`src/logic/cfgl_params.svh`:
```
// Constants for the configuration loader and register paging block
`ifndef CFGL_PARAMS_SVH
`define CFGL_PARAMS_SVH
`define CFGL_SYS_KHZ 25000
`define CFGL_EE_KHZ 520
`define CFGL_QTR_CYC (`CFGL_SYS_KHZ / (4 * `CFGL_EE_KHZ))
`define CFGL_EE_WADDR 8'hA0
`define CFGL_EE_RADDR 8'hA1
`define CFGL_EE_START 8'h00
`define CFGL_SMB_BASE 5'h06
`define CFGL_REG_STRAP 8'h00
`define CFGL_REG_STAT 8'h05
`define CFGL_REG_OBS 8'h06
`define CFGL_REG_SEL 8'hFF
`define CFGL_STAT_DONE 4
`define CFGL_SEL_ALL 3
`define CFGL_SEL_CH 2
`define CFGL_OBS_KEY 4'hA
`define CFGL_SEL_RST 8'h00
`define CFGL_OBS_RST 4'h0
`define CFGL_ALL_SETS 4'hF
`define CFGL_ONE_SET 4'h1
`endif

```
`src/logic/cfgl_pkg.sv`:
```
// Types for the configuration loader and register paging block
package cfgl_pkg;
  typedef enum logic [3:0] {CFGL_LVL_LOW = 4'h1, CFGL_LVL_RES = 4'h2, CFGL_LVL_FLOAT = 4'h4,
    CFGL_LVL_HIGH = 4'h8} cfgl_level_type;
  typedef enum logic [3:0] {CFGL_MODE_SLAVE = 4'h1, CFGL_MODE_MASTER = 4'h2, CFGL_MODE_PIN = 4'h4,
    CFGL_MODE_NONE = 4'h8} cfgl_mode_type;
  typedef enum logic [4:0] {M_IDLE = 5'h01, M_START = 5'h02, M_BIT = 5'h04, M_STOP = 5'h08,
    M_DONE = 5'h10} cfgl_mst_type;
  typedef enum logic [4:0] {S_IDLE = 5'h01, S_ADDR = 5'h02, S_REG = 5'h04, S_DATA = 5'h08,
    S_READ = 5'h10} cfgl_slv_type;
  typedef struct packed {
    logic [3:0] mask;
    logic [7:0] addr;
    logic [7:0] data;
  } cfgl_ch_wr_type;
endpackage : cfgl_pkg

```
`src/logic/cfgl_top.sv`:
```
// Configuration loader, slave port and register set paging
// Overview of operation
// - Mode strap high is slave, floating is master load, low is pins, resistor unsupported.
// - In master mode, act as bus master after power-up and fetch setup from EEPROM.
// - Start the EEPROM fetch only when load request is sampled low.
// - Drive load-done low once the EEPROM fetch completes.
// - After the load, stop mastering and answer as a slave.
// - Capture both address straps once at power-up, floating reads as 0.
// - Answer write address 0x30 to 0x36 by strap; read address has bit 0 set.
// - Writes are START, address, register byte, data byte; each byte acknowledged.
// - Every write to register_set_select lands in the select register.
// - Select bit 2 clear routes accesses to the shared set, set to a channel set.
// - Select bits 1:0 pick the channel set.
// - Select bits 3 and 2 both set make writes reach every channel set.
// - In pin mode settings come from four-level pins decoded four ways.
// - Shared register 0x05 bit 4 shows EEPROM load complete.
`timescale 1ns/1ps
`include "cfgl_params.svh"
module cfgl_top
#(
  parameter int NUM_CTRL = 4,
  parameter int LOAD_BYTES = 16
)
(
  // Clock and reset
  input wire logic CLK_SYS,
  input wire logic RESET,
  // Four-level strap and control pins, two-bit comparator codes
  input wire logic [1:0] MODE_STRAP_PIN,
  input wire logic [3:0] ADDR_STRAP_PINS,
  input wire logic [2*NUM_CTRL-1:0] CTRL_PINS,
  // Load chain
  input wire logic LOAD_REQUEST_N,
  output logic LOAD_DONE_N,
  // Serial bus, open drain
  input wire logic SMB_SCL_IN,
  output logic SMB_SCL_OUT,
  output logic SMB_SCL_OE_N,
  input wire logic SMB_SDA_IN,
  output logic SMB_SDA_OUT,
  output logic SMB_SDA_OE_N,
  // Mode status and pin settings
  output logic PIN_MODE,
  output logic MODE_INVALID,
  output cfgl_pkg::cfgl_level_type [NUM_CTRL-1:0] CTRL_LEVELS,
  // Channel register sets
  output logic CH_WR_VALID,
  output cfgl_pkg::cfgl_ch_wr_type CH_WR,
  output logic [1:0] CH_RD_SEL,
  output logic [7:0] CH_RD_ADDR,
  input wire logic [7:0] CH_RDATA
);
  localparam int NPINS = NUM_CTRL + 3;
  localparam logic [7:0] QTR_CYC = 8'(`CFGL_QTR_CYC);
  localparam logic [7:0] LAST_BYTE = 8'(LOAD_BYTES + 2);

  logic [2*NPINS-1:0] codes;
  cfgl_pkg::cfgl_level_type lvl [NPINS];
  assign codes = {CTRL_PINS, ADDR_STRAP_PINS, MODE_STRAP_PIN};

  for (genvar i = 0; i < NPINS; i++)
  begin : g_pin
    cfgl_lvl_decode u_dec (.clk(CLK_SYS), .reset(RESET), .code(codes[2*i+1:2*i]), .level_q(lvl[i]));
  end
  for (genvar i = 0; i < NUM_CTRL; i++)
  begin : g_ctrl
    assign CTRL_LEVELS[i] = lvl[i+3];
  end

  // Strap capture; decoders need one edge after release, so capture on the second
  logic [1:0] cap_q, cap_d;
  logic [1:0] adr_q, adr_d;
  cfgl_pkg::cfgl_mode_type mode_q, mode_d;
  logic cap_done;
  assign cap_done = cap_q[1];

  always_comb
  begin
    cap_d = cap_q;
    adr_d = adr_q;
    mode_d = mode_q;
    if (cap_q == 2'h0)
      cap_d = 2'h1;
    else if (cap_q == 2'h1)
    begin
      cap_d = 2'h2;
      adr_d = {lvl[2] == cfgl_pkg::CFGL_LVL_HIGH, lvl[1] == cfgl_pkg::CFGL_LVL_HIGH};
      unique case (lvl[0])
        cfgl_pkg::CFGL_LVL_HIGH: mode_d = cfgl_pkg::CFGL_MODE_SLAVE;
        cfgl_pkg::CFGL_LVL_FLOAT: mode_d = cfgl_pkg::CFGL_MODE_MASTER;
        cfgl_pkg::CFGL_LVL_LOW: mode_d = cfgl_pkg::CFGL_MODE_PIN;
        cfgl_pkg::CFGL_LVL_RES: mode_d = cfgl_pkg::CFGL_MODE_NONE;
      endcase
    end
  end

  always_ff @(posedge CLK_SYS or posedge RESET)
  begin
    if (RESET)
    begin
      cap_q <= 2'h0;
      adr_q <= 2'h0;
      mode_q <= cfgl_pkg::CFGL_MODE_NONE;
    end
    else
    begin
      cap_q <= cap_d;
      adr_q <= adr_d;
      mode_q <= mode_d;
    end
  end

  assign PIN_MODE = cap_done && mode_q == cfgl_pkg::CFGL_MODE_PIN;
  assign MODE_INVALID = cap_done && mode_q == cfgl_pkg::CFGL_MODE_NONE;

  // EEPROM loader: quarter-bit phases, image is register/data pairs
  cfgl_pkg::cfgl_mst_type mst_q, mst_d;
  logic [7:0] qtr_q, qtr_d, byte_q, byte_d, shf_q, shf_d, lda_q, lda_d, ldd_q, ldd_d;
  logic [1:0] ph_q, ph_d;
  logic [3:0] bit_q, bit_d;
  logic mscl_q, mscl_d, msda_q, msda_d, done_q, done_d, err_q, err_d, ldw_q, ldw_d;
  logic tick, rx, last_rx, go;
  assign tick = qtr_q == 8'h00;
  assign rx = byte_q >= 8'h03;
  assign last_rx = byte_q == LAST_BYTE;
  assign go = cap_done && mode_q == cfgl_pkg::CFGL_MODE_MASTER && !LOAD_REQUEST_N && !done_q;

  always_comb
  begin
    mst_d = mst_q;
    qtr_d = tick ? QTR_CYC - 8'h01 : qtr_q - 8'h01;
    ph_d = (mst_q != cfgl_pkg::M_IDLE && tick) ? ph_q + 2'h1 : ph_q;
    bit_d = bit_q;
    byte_d = byte_q;
    shf_d = shf_q;
    mscl_d = mscl_q;
    msda_d = msda_q;
    done_d = done_q;
    err_d = err_q;
    ldw_d = 1'b0;
    lda_d = lda_q;
    ldd_d = ldd_q;
    unique case (mst_q)
      cfgl_pkg::M_IDLE:
        if (go)
        begin
          mst_d = cfgl_pkg::M_START;
          ph_d = 2'h0;
        end
      cfgl_pkg::M_START:
        if (tick)
          unique case (ph_q)
            2'h0:
            begin
              mscl_d = 1'b0;
              msda_d = 1'b0;
            end
            2'h1: msda_d = 1'b1;
            2'h2: mscl_d = 1'b1;
            2'h3:
            begin
              mst_d = cfgl_pkg::M_BIT;
              bit_d = 4'h0;
              shf_d = (byte_q == 8'h00) ? `CFGL_EE_WADDR : `CFGL_EE_RADDR;
            end
          endcase
      cfgl_pkg::M_BIT:
        if (tick)
          unique case (ph_q)
            2'h0:
            begin
              mscl_d = 1'b1;
              msda_d = (bit_q < 4'h8) ? (!rx && !shf_q[7]) : (rx && !last_rx);
            end
            2'h1: mscl_d = 1'b0;
            2'h2:
              if (bit_q < 4'h8)
                shf_d = {shf_q[6:0], rx & SMB_SDA_IN};
              else if (!rx && SMB_SDA_IN)
                err_d = 1'b1;
            2'h3:
            begin
              mscl_d = 1'b1;
              if (bit_q < 4'h8)
                bit_d = bit_q + 4'h1;
              else if (err_q)
                mst_d = cfgl_pkg::M_STOP;
              else
              begin
                byte_d = byte_q + 8'h01;
                bit_d = 4'h0;
                if (rx && byte_q[0])
                  lda_d = shf_q;
                else if (rx)
                begin
                  ldw_d = 1'b1;
                  ldd_d = shf_q;
                end
                if (byte_q == 8'h01)
                  mst_d = cfgl_pkg::M_START;
                else if (last_rx)
                  mst_d = cfgl_pkg::M_STOP;
                else if (byte_q == 8'h00)
                  shf_d = `CFGL_EE_START;
              end
            end
          endcase
      cfgl_pkg::M_STOP:
        if (tick)
          unique case (ph_q)
            2'h0:
            begin
              mscl_d = 1'b1;
              msda_d = 1'b1;
            end
            2'h1: mscl_d = 1'b0;
            2'h2: msda_d = 1'b0;
            2'h3:
            begin
              mst_d = cfgl_pkg::M_DONE;
              done_d = 1'b1;
            end
          endcase
      cfgl_pkg::M_DONE: ;
    endcase
  end

  always_ff @(posedge CLK_SYS or posedge RESET)
  begin
    if (RESET)
    begin
      mst_q <= cfgl_pkg::M_IDLE;
      qtr_q <= 8'h00;
      ph_q <= 2'h0;
      bit_q <= 4'h0;
      byte_q <= 8'h00;
      shf_q <= 8'h00;
      mscl_q <= 1'b0;
      msda_q <= 1'b0;
      done_q <= 1'b0;
      err_q <= 1'b0;
      ldw_q <= 1'b0;
      lda_q <= 8'h00;
      ldd_q <= 8'h00;
    end
    else
    begin
      mst_q <= mst_d;
      qtr_q <= qtr_d;
      ph_q <= ph_d;
      bit_q <= bit_d;
      byte_q <= byte_d;
      shf_q <= shf_d;
      mscl_q <= mscl_d;
      msda_q <= msda_d;
      done_q <= done_d;
      err_q <= err_d;
      ldw_q <= ldw_d;
      lda_q <= lda_d;
      ldd_q <= ldd_d;
    end
  end

  assign LOAD_DONE_N = !done_q;

  // Slave port; SCL stretching is not used, so reads must be ready at once
  cfgl_pkg::cfgl_slv_type sl_q, sl_d;
  logic [3:0] sbit_q, sbit_d;
  logic [7:0] sshf_q, sshf_d, ptr_q, ptr_d, sla_q, sla_d, sld_q, sld_d, rd_data;
  logic scl_p_q, sda_p_q, ssda_q, ssda_d, slw_q, slw_d, sl_en, start, stop, rise, fall;
  assign sl_en = cap_done && (mode_q == cfgl_pkg::CFGL_MODE_SLAVE ||
    (mode_q == cfgl_pkg::CFGL_MODE_MASTER && done_q));
  assign start = SMB_SCL_IN && scl_p_q && sda_p_q && !SMB_SDA_IN;
  assign stop = SMB_SCL_IN && scl_p_q && !sda_p_q && SMB_SDA_IN;
  assign rise = SMB_SCL_IN && !scl_p_q;
  assign fall = !SMB_SCL_IN && scl_p_q;

  always_comb
  begin
    sl_d = sl_q;
    sbit_d = sbit_q;
    sshf_d = sshf_q;
    ptr_d = ptr_q;
    ssda_d = ssda_q;
    slw_d = 1'b0;
    sla_d = sla_q;
    sld_d = sld_q;
    if (!sl_en || stop)
    begin
      sl_d = cfgl_pkg::S_IDLE;
      ssda_d = 1'b0;
    end
    else if (start)
    begin
      sl_d = cfgl_pkg::S_ADDR;
      sbit_d = 4'h0;
      ssda_d = 1'b0;
    end
    else
      unique case (sl_q)
        cfgl_pkg::S_IDLE: ;
        cfgl_pkg::S_READ:
          if (rise && sbit_q < 4'h8)
            sbit_d = sbit_q + 4'h1;
          else if (rise && SMB_SDA_IN)
            sl_d = cfgl_pkg::S_IDLE;
          else if (fall && sbit_q == 4'h8)
          begin
            ssda_d = 1'b0;
            sbit_d = 4'h9;
          end
          else if (fall && sbit_q == 4'h9)
          begin
            sshf_d = rd_data;
            ssda_d = !rd_data[7];
            sbit_d = 4'h0;
            ptr_d = ptr_q + 8'h01;
          end
          else if (fall && sbit_q != 4'h0)
          begin
            sshf_d = {sshf_q[6:0], 1'b0};
            ssda_d = !sshf_q[6];
          end
        cfgl_pkg::S_ADDR, cfgl_pkg::S_REG, cfgl_pkg::S_DATA:
          if (rise && sbit_q < 4'h8)
          begin
            sshf_d = {sshf_q[6:0], SMB_SDA_IN};
            sbit_d = sbit_q + 4'h1;
          end
          else if (fall && sbit_q == 4'h8)
          begin
            sbit_d = 4'h9;
            ssda_d = 1'b1;
            if (sl_q == cfgl_pkg::S_ADDR && sshf_q[7:1] != {`CFGL_SMB_BASE, adr_q})
            begin
              ssda_d = 1'b0;
              sl_d = cfgl_pkg::S_IDLE;
            end
            if (sl_q == cfgl_pkg::S_DATA)
            begin
              slw_d = 1'b1;
              sla_d = ptr_q;
              sld_d = sshf_q;
            end
          end
          else if (fall && sbit_q == 4'h9)
          begin
            ssda_d = 1'b0;
            sbit_d = 4'h0;
            if (sl_q == cfgl_pkg::S_ADDR && sshf_q[0])
            begin
              sl_d = cfgl_pkg::S_READ;
              sshf_d = rd_data;
              ssda_d = !rd_data[7];
              ptr_d = ptr_q + 8'h01;
            end
            else if (sl_q == cfgl_pkg::S_ADDR)
              sl_d = cfgl_pkg::S_REG;
            else if (sl_q == cfgl_pkg::S_REG)
            begin
              ptr_d = sshf_q;
              sl_d = cfgl_pkg::S_DATA;
            end
            else
              ptr_d = ptr_q + 8'h01;
          end
      endcase
  end

  always_ff @(posedge CLK_SYS or posedge RESET)
  begin
    if (RESET)
    begin
      sl_q <= cfgl_pkg::S_IDLE;
      sbit_q <= 4'h0;
      sshf_q <= 8'h00;
      ptr_q <= 8'h00;
      ssda_q <= 1'b0;
      slw_q <= 1'b0;
      sla_q <= 8'h00;
      sld_q <= 8'h00;
      scl_p_q <= 1'b1;
      sda_p_q <= 1'b1;
    end
    else
    begin
      sl_q <= sl_d;
      sbit_q <= sbit_d;
      sshf_q <= sshf_d;
      ptr_q <= ptr_d;
      ssda_q <= ssda_d;
      slw_q <= slw_d;
      sla_q <= sla_d;
      sld_q <= sld_d;
      scl_p_q <= SMB_SCL_IN;
      sda_p_q <= SMB_SDA_IN;
    end
  end

  assign SMB_SCL_OUT = 1'b0;
  assign SMB_SDA_OUT = 1'b0;
  assign SMB_SCL_OE_N = !mscl_q;
  assign SMB_SDA_OE_N = !(msda_q || ssda_q);

  // Register paging; loader and slave never write together since slave waits for done
  logic [7:0] sel_q, sel_d, wr_a, wr_dt;
  logic [3:0] obs_q, obs_d;
  logic wr_v, chv_q, chv_d;
  cfgl_pkg::cfgl_ch_wr_type chw_q, chw_d;
  assign wr_v = ldw_q || slw_q;
  assign wr_a = ldw_q ? lda_q : sla_q;
  assign wr_dt = ldw_q ? ldd_q : sld_q;

  always_comb
  begin
    sel_d = sel_q;
    obs_d = obs_q;
    chv_d = 1'b0;
    chw_d = chw_q;
    if (wr_v && wr_a == `CFGL_REG_SEL)
      sel_d = wr_dt;
    else if (wr_v && !sel_q[`CFGL_SEL_CH])
    begin
      if (wr_a == `CFGL_REG_OBS)
        obs_d = wr_dt[3:0];
    end
    else if (wr_v)
    begin
      chv_d = 1'b1;
      chw_d.addr = wr_a;
      chw_d.data = wr_dt;
      chw_d.mask = sel_q[`CFGL_SEL_ALL] ? `CFGL_ALL_SETS : (`CFGL_ONE_SET << sel_q[1:0]);
    end
  end

  always_comb
  begin
    rd_data = 8'h00;
    if (ptr_q == `CFGL_REG_SEL)
      rd_data = sel_q;
    else if (sel_q[`CFGL_SEL_CH])
      rd_data = CH_RDATA;
    else if (ptr_q == `CFGL_REG_STRAP && obs_q == `CFGL_OBS_KEY)
      rd_data = {2'h0, adr_q, 4'h0};
    else if (ptr_q == `CFGL_REG_STAT)
      rd_data[`CFGL_STAT_DONE] = done_q;
    else if (ptr_q == `CFGL_REG_OBS)
      rd_data = {4'h0, obs_q};
  end

  always_ff @(posedge CLK_SYS or posedge RESET)
  begin
    if (RESET)
    begin
      sel_q <= `CFGL_SEL_RST;
      obs_q <= `CFGL_OBS_RST;
      chv_q <= 1'b0;
      chw_q <= '0;
    end
    else
    begin
      sel_q <= sel_d;
      obs_q <= obs_d;
      chv_q <= chv_d;
      chw_q <= chw_d;
    end
  end

  assign CH_WR_VALID = chv_q;
  assign CH_WR = chw_q;
  assign CH_RD_SEL = sel_q[1:0];
  assign CH_RD_ADDR = ptr_q;

  mode_pick_a: assert property (@(posedge CLK_SYS) disable iff (RESET)
    (cap_q == 2'h1 && lvl[0] == cfgl_pkg::CFGL_LVL_FLOAT) |=> mode_q == cfgl_pkg::CFGL_MODE_MASTER)
    else $error("float strap did not pick master mode");
  load_start_a: assert property (@(posedge CLK_SYS) disable iff (RESET)
    (mst_q == cfgl_pkg::M_IDLE && !go) |=> mst_q == cfgl_pkg::M_IDLE)
    else $error("load left idle without request");
  done_hold_a: assert property (@(posedge CLK_SYS) disable iff (RESET)
    done_q |=> done_q && !LOAD_DONE_N)
    else $error("load done dropped");
  mst_quiet_a: assert property (@(posedge CLK_SYS) disable iff (RESET)
    (mst_q == cfgl_pkg::M_IDLE || mst_q == cfgl_pkg::M_DONE) |-> ##1 SMB_SCL_OE_N)
    else $error("clock driven outside a load");
  slave_off_a: assert property (@(posedge CLK_SYS) disable iff (RESET)
    (mode_q == cfgl_pkg::CFGL_MODE_MASTER && !done_q) |=> sl_q == cfgl_pkg::S_IDLE)
    else $error("slave active before load end");
  strap_keep_a: assert property (@(posedge CLK_SYS) disable iff (RESET)
    cap_done |=> $stable(adr_q) && cap_done)
    else $error("address strap changed");
  addr_ack_a: assert property (@(posedge CLK_SYS) disable iff (RESET)
    (sl_en && !start && !stop && sl_q == cfgl_pkg::S_ADDR && fall && sbit_q == 4'h8 &&
    sshf_q[7:1] == {`CFGL_SMB_BASE, adr_q}) |=> !SMB_SDA_OE_N)
    else $error("own address not acknowledged");
  sel_write_a: assert property (@(posedge CLK_SYS) disable iff (RESET)
    (wr_v && wr_a == `CFGL_REG_SEL) |=> sel_q == $past(wr_dt) && !chv_q)
    else $error("select write lost");
  shared_route_a: assert property (@(posedge CLK_SYS) disable iff (RESET)
    (wr_v && wr_a != `CFGL_REG_SEL && !sel_q[`CFGL_SEL_CH]) |=> !chv_q)
    else $error("shared write reached a channel");
  ch_pick_a: assert property (@(posedge CLK_SYS) disable iff (RESET)
    (wr_v && wr_a != `CFGL_REG_SEL && sel_q[3:2] == 2'h1) |=>
    chv_q && chw_q.mask == (`CFGL_ONE_SET << $past(sel_q[1:0])))
    else $error("wrong channel set written");
  bcast_all_a: assert property (@(posedge CLK_SYS) disable iff (RESET)
    (wr_v && wr_a != `CFGL_REG_SEL && sel_q[3:2] == 2'h3) |=> chv_q && chw_q.mask == `CFGL_ALL_SETS)
    else $error("broadcast missed a set");
  stat_done_a: assert property (@(posedge CLK_SYS) disable iff (RESET)
    (ptr_q == `CFGL_REG_STAT && !sel_q[`CFGL_SEL_CH]) |-> rd_data[`CFGL_STAT_DONE] == done_q)
    else $error("status bit wrong");
endmodule : cfgl_top

```
`src/logic/cfgl_lvl_decode.sv`:
```
// Four-level pin decoder
`timescale 1ns/1ps
module cfgl_lvl_decode
(
  // Clock and reset
  input wire logic clk,
  input wire logic reset,
  // Comparator code: 0 low, 1 resistor, 2 floating, 3 high
  input wire logic [1:0] code,
  output cfgl_pkg::cfgl_level_type level_q
);
  cfgl_pkg::cfgl_level_type level_d;

  always_comb
  begin
    unique case (code)
      2'h0: level_d = cfgl_pkg::CFGL_LVL_LOW;
      2'h1: level_d = cfgl_pkg::CFGL_LVL_RES;
      2'h2: level_d = cfgl_pkg::CFGL_LVL_FLOAT;
      2'h3: level_d = cfgl_pkg::CFGL_LVL_HIGH;
    endcase
  end

  always_ff @(posedge clk or posedge reset)
  begin
    if (reset)
      level_q <= cfgl_pkg::CFGL_LVL_FLOAT;
    else
      level_q <= level_d;
  end
endmodule : cfgl_lvl_decode

```
`config.mk`:
```
export PLATFORM = sky130hd
export DESIGN_NAME = cfgl_top
export DESIGN_NICKNAME = d
export VERILOG_FILES = /design/src/logic/cfgl_pkg.sv /design/src/logic/cfgl_top.sv /design/src/logic/cfgl_lvl_decode.sv
export VERILOG_INCLUDE_DIRS = /design/src /design/src/logic
export SDC_FILE = /design/constraint.sdc
export NUM_CORES = 1
export LEC_CHECK = 0
export ABC_AREA = 1
export BUFFER_PORTS_ARGS = -buffer_cell sky130_fd_sc_hd__buf_2
export CORE_MARGIN = 5
export CORE_UTILIZATION = 49
export DETAILED_ROUTE_END_ITERATION = 6
export GPL_TIMING_DRIVEN = 0
export PLACE_DENSITY = 0.72
export RECOVER_POWER = 50
export SYNTH_ARGS = -nofsm -noshare
export SYNTH_HDL_FRONTEND = slang
export SYNTH_SLANG_ARGS = --single-unit
```
`constraint.sdc`:
```
create_clock -name CLK_SYS -period 7.5 [get_ports CLK_SYS]
set_clock_uncertainty 0.15 [all_clocks]
set_input_delay 0.375 -clock CLK_SYS [delete_from_list [all_inputs] [get_ports CLK_SYS]]
set_output_delay 0.375 -clock CLK_SYS [all_outputs]
set_load 0.01 [all_outputs]
```
* After elaboration in Yosys (flattened, before gate mapping)
Cells that the tools add are included.
Word-level totals: register bits after elaboration 170, bits of input ports 27, output and inout bits 54, logic and storage cells 386
Operators by class: add/subtract/negate cells 6, $lt $le $gt $ge 3, equality and inequality tests 99, shift-type cells 1, muxes and demuxes 139, bitwise operators 10, reduce and logical (&&, ||, !) cells 89
Operators with widths (number):
- 8-bit two-way mux | 34
- 4-bit one-hot mux with 4 select lines | 8
- 5-bit two-way mux | 22
- 8-bit one-hot mux with 2 select lines | 4
- 4-bit two-way mux | 15
- 3-bit != test, second input constant | 16
- 1-bit two-way mux | 38
- 2-bit == test, second input constant | 16
- 2-bit != test, second input constant | 16
- 1-bit logical AND | 29
- 4-bit == test, second input constant | 7
- 7-bit AND reduction | 4
- 8-bit by 3-bit == test with 1-bit output, second input constant | 3
- 8-bit zero test | 3
- 4-bit != test, second input constant | 6
- 6-bit AND reduction | 4
- 11-bit AND reduction | 2
- 5-bit one-hot mux with 4 select lines | 1
- 10-bit AND reduction | 2
- 2-bit by 1-bit == test with 1-bit output, second input constant | 9
- 2-bit zero test | 9
- 8-bit by 1-bit adder with 8-bit output, second input constant | 2
- 8-bit == test, second input constant | 2
- 4-bit one-hot mux with 2 select lines | 2
- other kinds (39) | 93

* Logic depth before layout (Yosys ltp)
Gate-level depths: netlist of run 1.
depth after elaboration 14, depth in mapped cells 14, depth with buffers taken out 14

* Hierarchy
A second synthesis of run 1 with hierarchy kept.
Second synthesis, totals: cells, all modules 1074, area total of the unflattened synthesis 8569.5 µm²
By module, submodules not included:
- cfgl_top | instances 1, cells an instance 990, area an instance 7649.8 µm², sequential area each 3559.7 µm²
- cfgl_lvl_decode | instances 7, cells an instance 12, area an instance 131.4 µm², sequential area each 101.3 µm²

* Least setup slack after synthesis of run 1
Ideal clock, no wire load.
path kind register to register, start register qtr_q[0], end register ldd_q[2], setup time 0.117 ns, arrival 1.556 ns, data required time 7.233 ns, slack 5.677 ns, stages on the path, launching flop included 11, path buffers 1, period minus slack after synthesis 1.823 ns, path through dfrtp_1 -> inv_1 -> ha_1 -> nand3_1 -> nor2_4 -> nand4_1 -> inv_2 -> nand3_2 -> buf_6 -> nand2_1 -> o21ai_2
Between the ends: word-level cells in the longest chain between the ends 2
RTL lines:
- start, declared | RTL line cfgl_top.sv:118 | logic [7:0] qtr_q, qtr_d, byte_q, byte_d, shf_q, shf_d, lda_q, lda_d, ldd_q, ldd_d;
- start signal, assigned | RTL line cfgl_top.sv:249 | qtr_q <= qtr_d;
- 8-bit zero test | RTL line cfgl_top.sv:123 | assign tick = qtr_q == 8'h00;
- 7-bit AND reduction (no line)
- end signal, assigned | RTL line cfgl_top.sv:260 | ldd_q <= ldd_d;
- end, declared | RTL line cfgl_top.sv:118
No other way between the ends. A chain may end at the register's enable or synchronous reset.

* Worst setup path in the final report of run 1
start input port SMB_SDA_IN, end register sla_q[2]
Between the ends: word-level cells in the longest chain between the ends 4, elaborated cells on any way between the ends 7, classes of those cells 2 x bitwise; 5 x reduce/logical
RTL lines:
- start, declared | RTL line cfgl_top.sv:39 | input wire logic SMB_SDA_IN,
- 1-bit zero test / 1-bit logical AND (equally long branches) | RTL line cfgl_top.sv:273, cfgl_top.sv:274
- 1-bit logical AND / 1-bit logical OR (equally long branches) | RTL line cfgl_top.sv:273, cfgl_top.sv:288
- 1-bit inverter (no line)
- 6-bit AND reduction (no line) (*)
- end signal, assigned | RTL line cfgl_top.sv:393 | sla_q <= sla_d;
- end, declared | RTL line cfgl_top.sv:269 | logic [7:0] sshf_q, sshf_d, ptr_q, ptr_d, sla_q, sla_d, sld_q, sld_d, rd_data;
Mark *: on every way between the ends. The rest lies on a longest branch, timed or not.

==> out/metrics.yaml, run 1 <==
global_routing:
  antenna_found_initial: 1
  grt_max_degree: 129
  grt_overflow: 0
  grt_use_met3_pct: 4.33
  grt-busiest-layer: "met2"
  grt_pass1_wl_um: 33900
  grt_usage_pct: 20.1
  use_met1_pct: 27.5
  met2_usage_pct: 31.6
  first_global_vias: 7171
yosys:
  synth.distinct_cells: 44
  synthArstFlopShare_pct: 100
  synth_top_area_cell: "dfrtp_1"
  ys_seq_elements: 170
  synthFlopType: "dfrtp_1"
  synth_area_um2: 8880
  synth-edff-count: 0
  synthCells: 1127
  yosys-top-cells-area: "dfrtp_1, nand2_1, inv_1"
  synth_top_area_share_pct: 44.5
  ys_seq_area_share_pct: 48.1
  synth_area_per_cell_um2: 7.88
  yosys_warnings: 0
sta:
  hold_viol_final: 0
  finalSetupViolations: 0
  finalWorstSetupSlack_ns: 5.01
  tightestPinTransition_ns: 1.91
  finalMaxSlewViolations: 43
  fin_crit_sh_pct: 33.2
  fmax_mhz: 401
  relSlewSlack_pct: -28.4
  rsz0062_at_grt: "false"
  fin_crit_ns: 2.49
  tns_ns: 0
  holdWs_ns: 0.252
pwr:
  powerDensity_nw_per_um2: 189
  p_leak_uw: 0.00505
  p_total_uw: 1960
  max-vdd-ir-drop_mv: 0.172
setup_path:
  slowest_stage: "nor3_1"
  critPathMaxFanout: 8
  critPathArrivalTime_ns: 2.71
  cp-start-kind: "primary input"
  cp_top_family: "simple AND/OR/NAND/NOR gates"
  cpPeakStageDelay_ns: 0.61
  cp_data_required_time_ns: 7.71
  r2r_start: "sbit_q[0]"
  setup.worst_path.class: "primary input to flop"
  cp_common_cell: "nand2_1"
  crit_chain: "dlygate4sd3_1, clkbuf_1, inv_1, nand3_2, nand4_2, nor3_1, nand2_1, nand2_1"
  cp_num_buf_inv: 3
  crit_start: "SMB_SDA_IN"
  end_kind: "flop"
final_layout:
  final_cell_mix: "nand2_1, dfrtp_1, inv_1, nor2_1, clkbuf_1"
  syn2layout_area_growth_pct: 16.2
  fill_cells: 1682
  drive_gt1_share_pct: 11.5
  fin_cells: 1492
  antenna_cells: 0
  layout_commonest_cell: "nand2_1"
  nets: 1295
route:
  routed-via-count: 7636
  via_per_inst: 5.12
  ant_nets: 0
  dr.pass1.iters: 5
  avgRoutedWirePerCell_um: 13.6
  wl_um: 20300
  remaining_drc_errors: 0
  drt-initial-drc-count: 640
cts:
  tritoncts: "done"
  clock_path_buffers: 2
  cts_made_buffers: 17
  clk_latency_ns: 0.42
  post_cts_buffers: 0
  cts.sinks: 170
  root_buffer: "clkbuf_16"
  htree_levels: 4
  clkTransAtPathRegs_ns: 0.07
placed_design:
  dp_hpwl_um: 14800
  pre_cts_ws_ns: 5.18
  portBuffers: 78
  dp_cells: 1436
  gp_congestion: 0.950
run_status:
  violations: "capacitance limit, slew limit"
  outcome: "finished, violations left"
floorplanning:
  die-height_um: 145
  start_util_pct: 49.6
  core_area_um2: 17900
  die-area_um2: 20900
  die_x_um: 145
  rows: 49
  ioPinCount: 81
hold_path:
  hp-start: "LOAD_REQUEST_N"
  min_path_type: "primary input to flop"
run:
  maxCapViolCount: 1
## sequential cells by signal, summed over array words and instances (netlist names), 4 cells and up
register,flops
CH_RD_ADDR,8
CH_WR,20
bit_q,4
byte_q,8
g_pin.u_dec.level_q,28
lda_q,8
ldd_q,8
mode_q,4
mst_q,5
obs_q,4
qtr_q,8
sbit_q,4
sel_q,8
shf_q,8
sl_q,5
sla_q,8
sld_q,8
sshf_q,8
## worst min-delay path, stage by stage
cell     delay [ns]
buf_2          0.07
nor2_1         0.03
nand4_1        0.11
nor2_1         0.06
a21oi_1        0.13
## worst paths after layout
kind | to | slack, ns | cells past startpoint
min in group asynchronous | g_pin[3].u_dec.level_q[0] | 0.83 | 3
worst max register to register | sla_q[2] | 5.15 | 8
max in group asynchronous | sld_q[6] | 5.07 | 4
worst max-delay path | sla_q[2] | 5.01 | 8
worst min register to register | qtr_q[0] | 0.29 | 1
worst min-delay path | ph_q[0] | 0.25 | 5
## power by group
part | total [uW] | internal (uW) | leakage, uW | switching [uW]
Clock | 861 | 494 | 0.000279 | 367
Combinational | 135 | 46.3 | 0.00252 | 88.7
Sequential | 959 | 942 | 0.00226 | 17.6
## metal layers
layer | part of all wire [%] | up-vias
met4 | 2.9 | 2
met1 | 45 | 3511
met3 | 7.0 | 44
met2 | 45 | 220
li1 | - | 3859
met5 | 0.064 | -
## synthesized netlist by cell type (2+ instances only)
library cell,instances
o21ai_2,16
nand2_2,5
ha_1,18
nor2_1,100
xor2_1,9
o21ai_1,32
buf_6,3
o21ai_0,56
nand3_1,59
buf_4,10
inv_2,8
nand3_2,11
inv_1,146
nor2_4,4
clkbuf_1,7
nand2_1,323
nand4_1,44
buf_2,8
o211ai_1,2
dfstp_2,12
buf_1,4
dfrtp_1,158
a21oi_1,32
xnor2_1,2
mux2_2,3
nand3_4,3
nor3_1,20
nor4_1,4
nor2_2,6
a31oi_1,5
or2_2,4
## metrics by stage
step / utilization, % / cell area, um^2
floorplan: - / 8880
global placement: 53.4 / 9560
detailed placement: 53.6 / 9590
CTS: 58.1 / 10400
global route: 57.6 / 10300
finish: 57.6 / 10300
## layout make-up
| type | count | area [um^2] | share of cell area, % |
|---|---|---|---|
| multi-input combinational | 772 | 3840 | 37.2 |
| clock inverter | 13 | 143 | 1.38 |
| tap | 229 | 287 | 2.78 |
| sequential | 170 | 4270 | 41.4 |
| clock buffer | 19 | 433 | 4.20 |
| inverter | 154 | 579 | 5.61 |
| buffer | 32 | 190 | 1.84 |
| timing repair buffer | 103 | 582 | 5.64 |
## repair_timing
item,4_1_cts,5_1_grt
resized for setup,0,0
endpoints found under the hold margin,55,0
hold buffers,24,0
## kinds of logic after synthesis
group	share of synthesized area, %
AND/OR/NAND/NOR	29.8
AO/OA/AOI/OAI	9.30
other	0.0422
adder cells (fa/ha/maj)	2.54
multiplexers	0.493
XOR/XNOR	1.09
flip-flops	48.1
buffers and inverters	8.65
No activity file was read; power rests on OpenSTA's default activity.
==> inputs of run 2 (changes only) <==
- clock period: 7.5 -> 2.3 ns (I/O delays scaled with it)
==> out/metrics.yaml, run 2 (same netlist as run 1, synthesis figures left out) <==
setup_path:
  slowest_stage: "nor3_2"
  setup.worst_path.class: "flop to flop"
  cpPeakStageDelay_ns: 0.42  # -0.19 ns
  end_kind: "flop"
  cp_data_required_time_ns: 2.52  # -5.19 ns
  critPathArrivalTime_ns: 2.32  # -0.39 ns
  critPathMaxFanout: 10  # +2
  crit_chain: "inv_1, ha_1, nand3_1, nor2_4, inv_1, nor3_2, nand2_1, nand2_1"
  cp-start-kind: "flop"
cts:
  cts_made_buffers: 17  # unchanged
  clock_path_buffers: 2  # unchanged
  clk_latency_ns: 0.43  # about the same
  root_buffer: "clkbuf_16"
  tritoncts: "done"
  clkTransAtPathRegs_ns: 0.07  # about the same
  cts.sinks: 170  # unchanged
  htree_levels: 4  # unchanged
hold_path:
  min_path_type: "primary input to flop"
route:
  drt-initial-drc-count: 579  # -9.5%
  ant_nets: 0  # unchanged
  wl_um: 20400  # +0.56%
  avgRoutedWirePerCell_um: 13.7  # +0.29%
  via_per_inst: 5.10  # -0.31%
  remaining_drc_errors: 0  # unchanged
  dr.pass1.iters: 7  # +2
  routed-via-count: 7633  # -0.039%
pwr:
  intPower_uw: 4780  # +220%
  seqPwrFrac_pct: 49.2  # about the same
  power_switching_share_pct: 24.8  # +0.59 points
  combPwrFrac_pct: 7.1  # +0.2 points
  p_leak_uw: 0.00513  # +1.5%
  max-vdd-ir-drop_mv: 0.574  # +230%
  power_frac_clock_pct: 43.7  # -0.3 points
  powerDensity_nw_per_um2: 612  # +220%
  power.switching_uw: 1580  # +230%
final_layout:
  largest_register_ffs: 28  # unchanged
  nets: 1299  # +0.31%
  antenna_cells: 0  # unchanged
  syn2layout_area_growth_pct: 17.1
  post-route-util_pct: 58.1  # +0.41 points
  final_cell_mix: "nand2_1, dfrtp_1, inv_1, nor2_1, nand3_1"
  drive_gt1_share_pct: 13.4  # +1.9 points
  layout_commonest_cell: "nand2_1"
  top_register: "g_pin.u_dec.level_q"
floorplanning:
  die-height_um: 145  # unchanged
  ioPinCount: 81  # unchanged
  die-area_um2: 20900  # unchanged
  core_area_um2: 17900  # unchanged
  rows: 49  # unchanged
  die_x_um: 145  # unchanged
  start_util_pct: 49.6  # unchanged
sta:
  finalSetupViolations: 0  # unchanged
  fmax_mhz: 475
  tightestPinTransition_ns: 1.24  # -0.675 ns
  finalWorstSetupSlack_ns: 0.195  # -4.81 ns
  rsz0062_at_grt: "false"
  hold_viol_final: 0  # unchanged
  fin_crit_sh_pct: 91.5
  fin_crit_ns: 2.11
  tns_ns: 0  # unchanged
  relSlewSlack_pct: 16.9  # +45 points
  finalMaxSlewViolations: 0  # -100%
global_routing:
  grt_max_degree: 44  # -66%
  grt_pass1_wl_um: 34200  # +0.85%
  grt_overflow: 0  # unchanged
  antenna_found_initial: 0  # -1
  grt_usage_pct: 20.5  # +0.40 points
  first_global_vias: 7215  # +0.61%
run:
  maxCapViolCount: 0  # -1
placed_design:
  portBuffers: 78  # unchanged
  pre_cts_ws_ns: -0.00766  # -5.18 ns
  dp_hpwl_um: 15200  # +2.7%
  gp_congestion: 0.936  # -1.5%
run_status:
  outcome: "finished, final reports clean"
run 2: changes by cell type in the layout (fill, tap and decap cells not counted), moves of 2 or more:
cell / delta
nor2_4: +2
inv_6: -3
buf_12: +2
clkbuf_8: +2
buf_2: +17
clkbuf_1: -18
clkbuf_4: +2
run 2: routing by layer:
| layer | vias to the layer above | global-route usage, % | part of all wire [%] |
|---|---|---|---|
| met5 | - | 0 | 0 |
| met2 | 212 | 32.3 | 47 |
| li1 | 3858 | - | - |
| met1 | 3533 | 27.7 | 44 |
| met4 | 0 | 6.97 | 1.9 |
| met3 | 30 | 5.19 | 6.9 |
run 2: worst paths after layout:
kind | slack (ns) | end | cells after the start | start
worst max-delay path | 0.19 | sla_q[2] | 8 | sbit_q[0]
worst min-delay path | 0.03 | sshf_q[4] | 7 | CH_RDATA[4]
worst max register to register | 0.19 | sla_q[2] | 8 | sbit_q[0]
worst min register to register | 0.28 | adr_q[0] | 1 | g_pin[1].u_dec.level_q[0]
max in group asynchronous | 0.45 | mode_q[2] | 4 | RESET
min in group asynchronous | 0.34 | CH_WR[9] | 3 | RESET
run 2: metrics by stage:
step                hold slack [ns]  cell area [um^2]  total power, uW  cells
floorplan                   -0.0305              8880             3450   1128
global placement             0.0916              9560             3590   1435
detailed placement           0.0962              9640             3610   1439
CTS                         0.00523             10500             6420   1496
global route                 0.0507             10400             6630   1496
finish                       0.0278             10400             6360   1496
run 2: critical path: cells and delay by family, from the launching register on:
family                     cells  cell delay, ns
adders and majority gates      1            0.17
and+or+nand+nor                5            1.01
buffers and inverters          2            0.30
DFF                            1            0.41
run 2: layout make-up:
class / instances / area [um^2]
clock buffer: 19 / 453
sequential: 170 / 4270
clock inverter: 13 / 119
inverter: 154 / 579
buffer: 32 / 190
fill: 1627 / 7510
multi-input combinational: 772 / 3850
timing repair buffer: 107 / 641
tap: 229 / 287
run 2: power by group through the flow:
stage	combinational (uW)	sequential, uW	clock, uW
final	452	3130	2780
after global routing	524	3130	2970
after CTS	469	3120	2830
after detailed placement	433	3180	0
after global placement	408	3180	0
after floorplan	278	3180	0
run 2: what timing repair did:
action,in CTS,in global routing
setup buffers,0,0
endpoints found under the setup margin,1,6
resized for setup,1,2
hold buffers,25,0
endpoints found under the hold margin,59,0
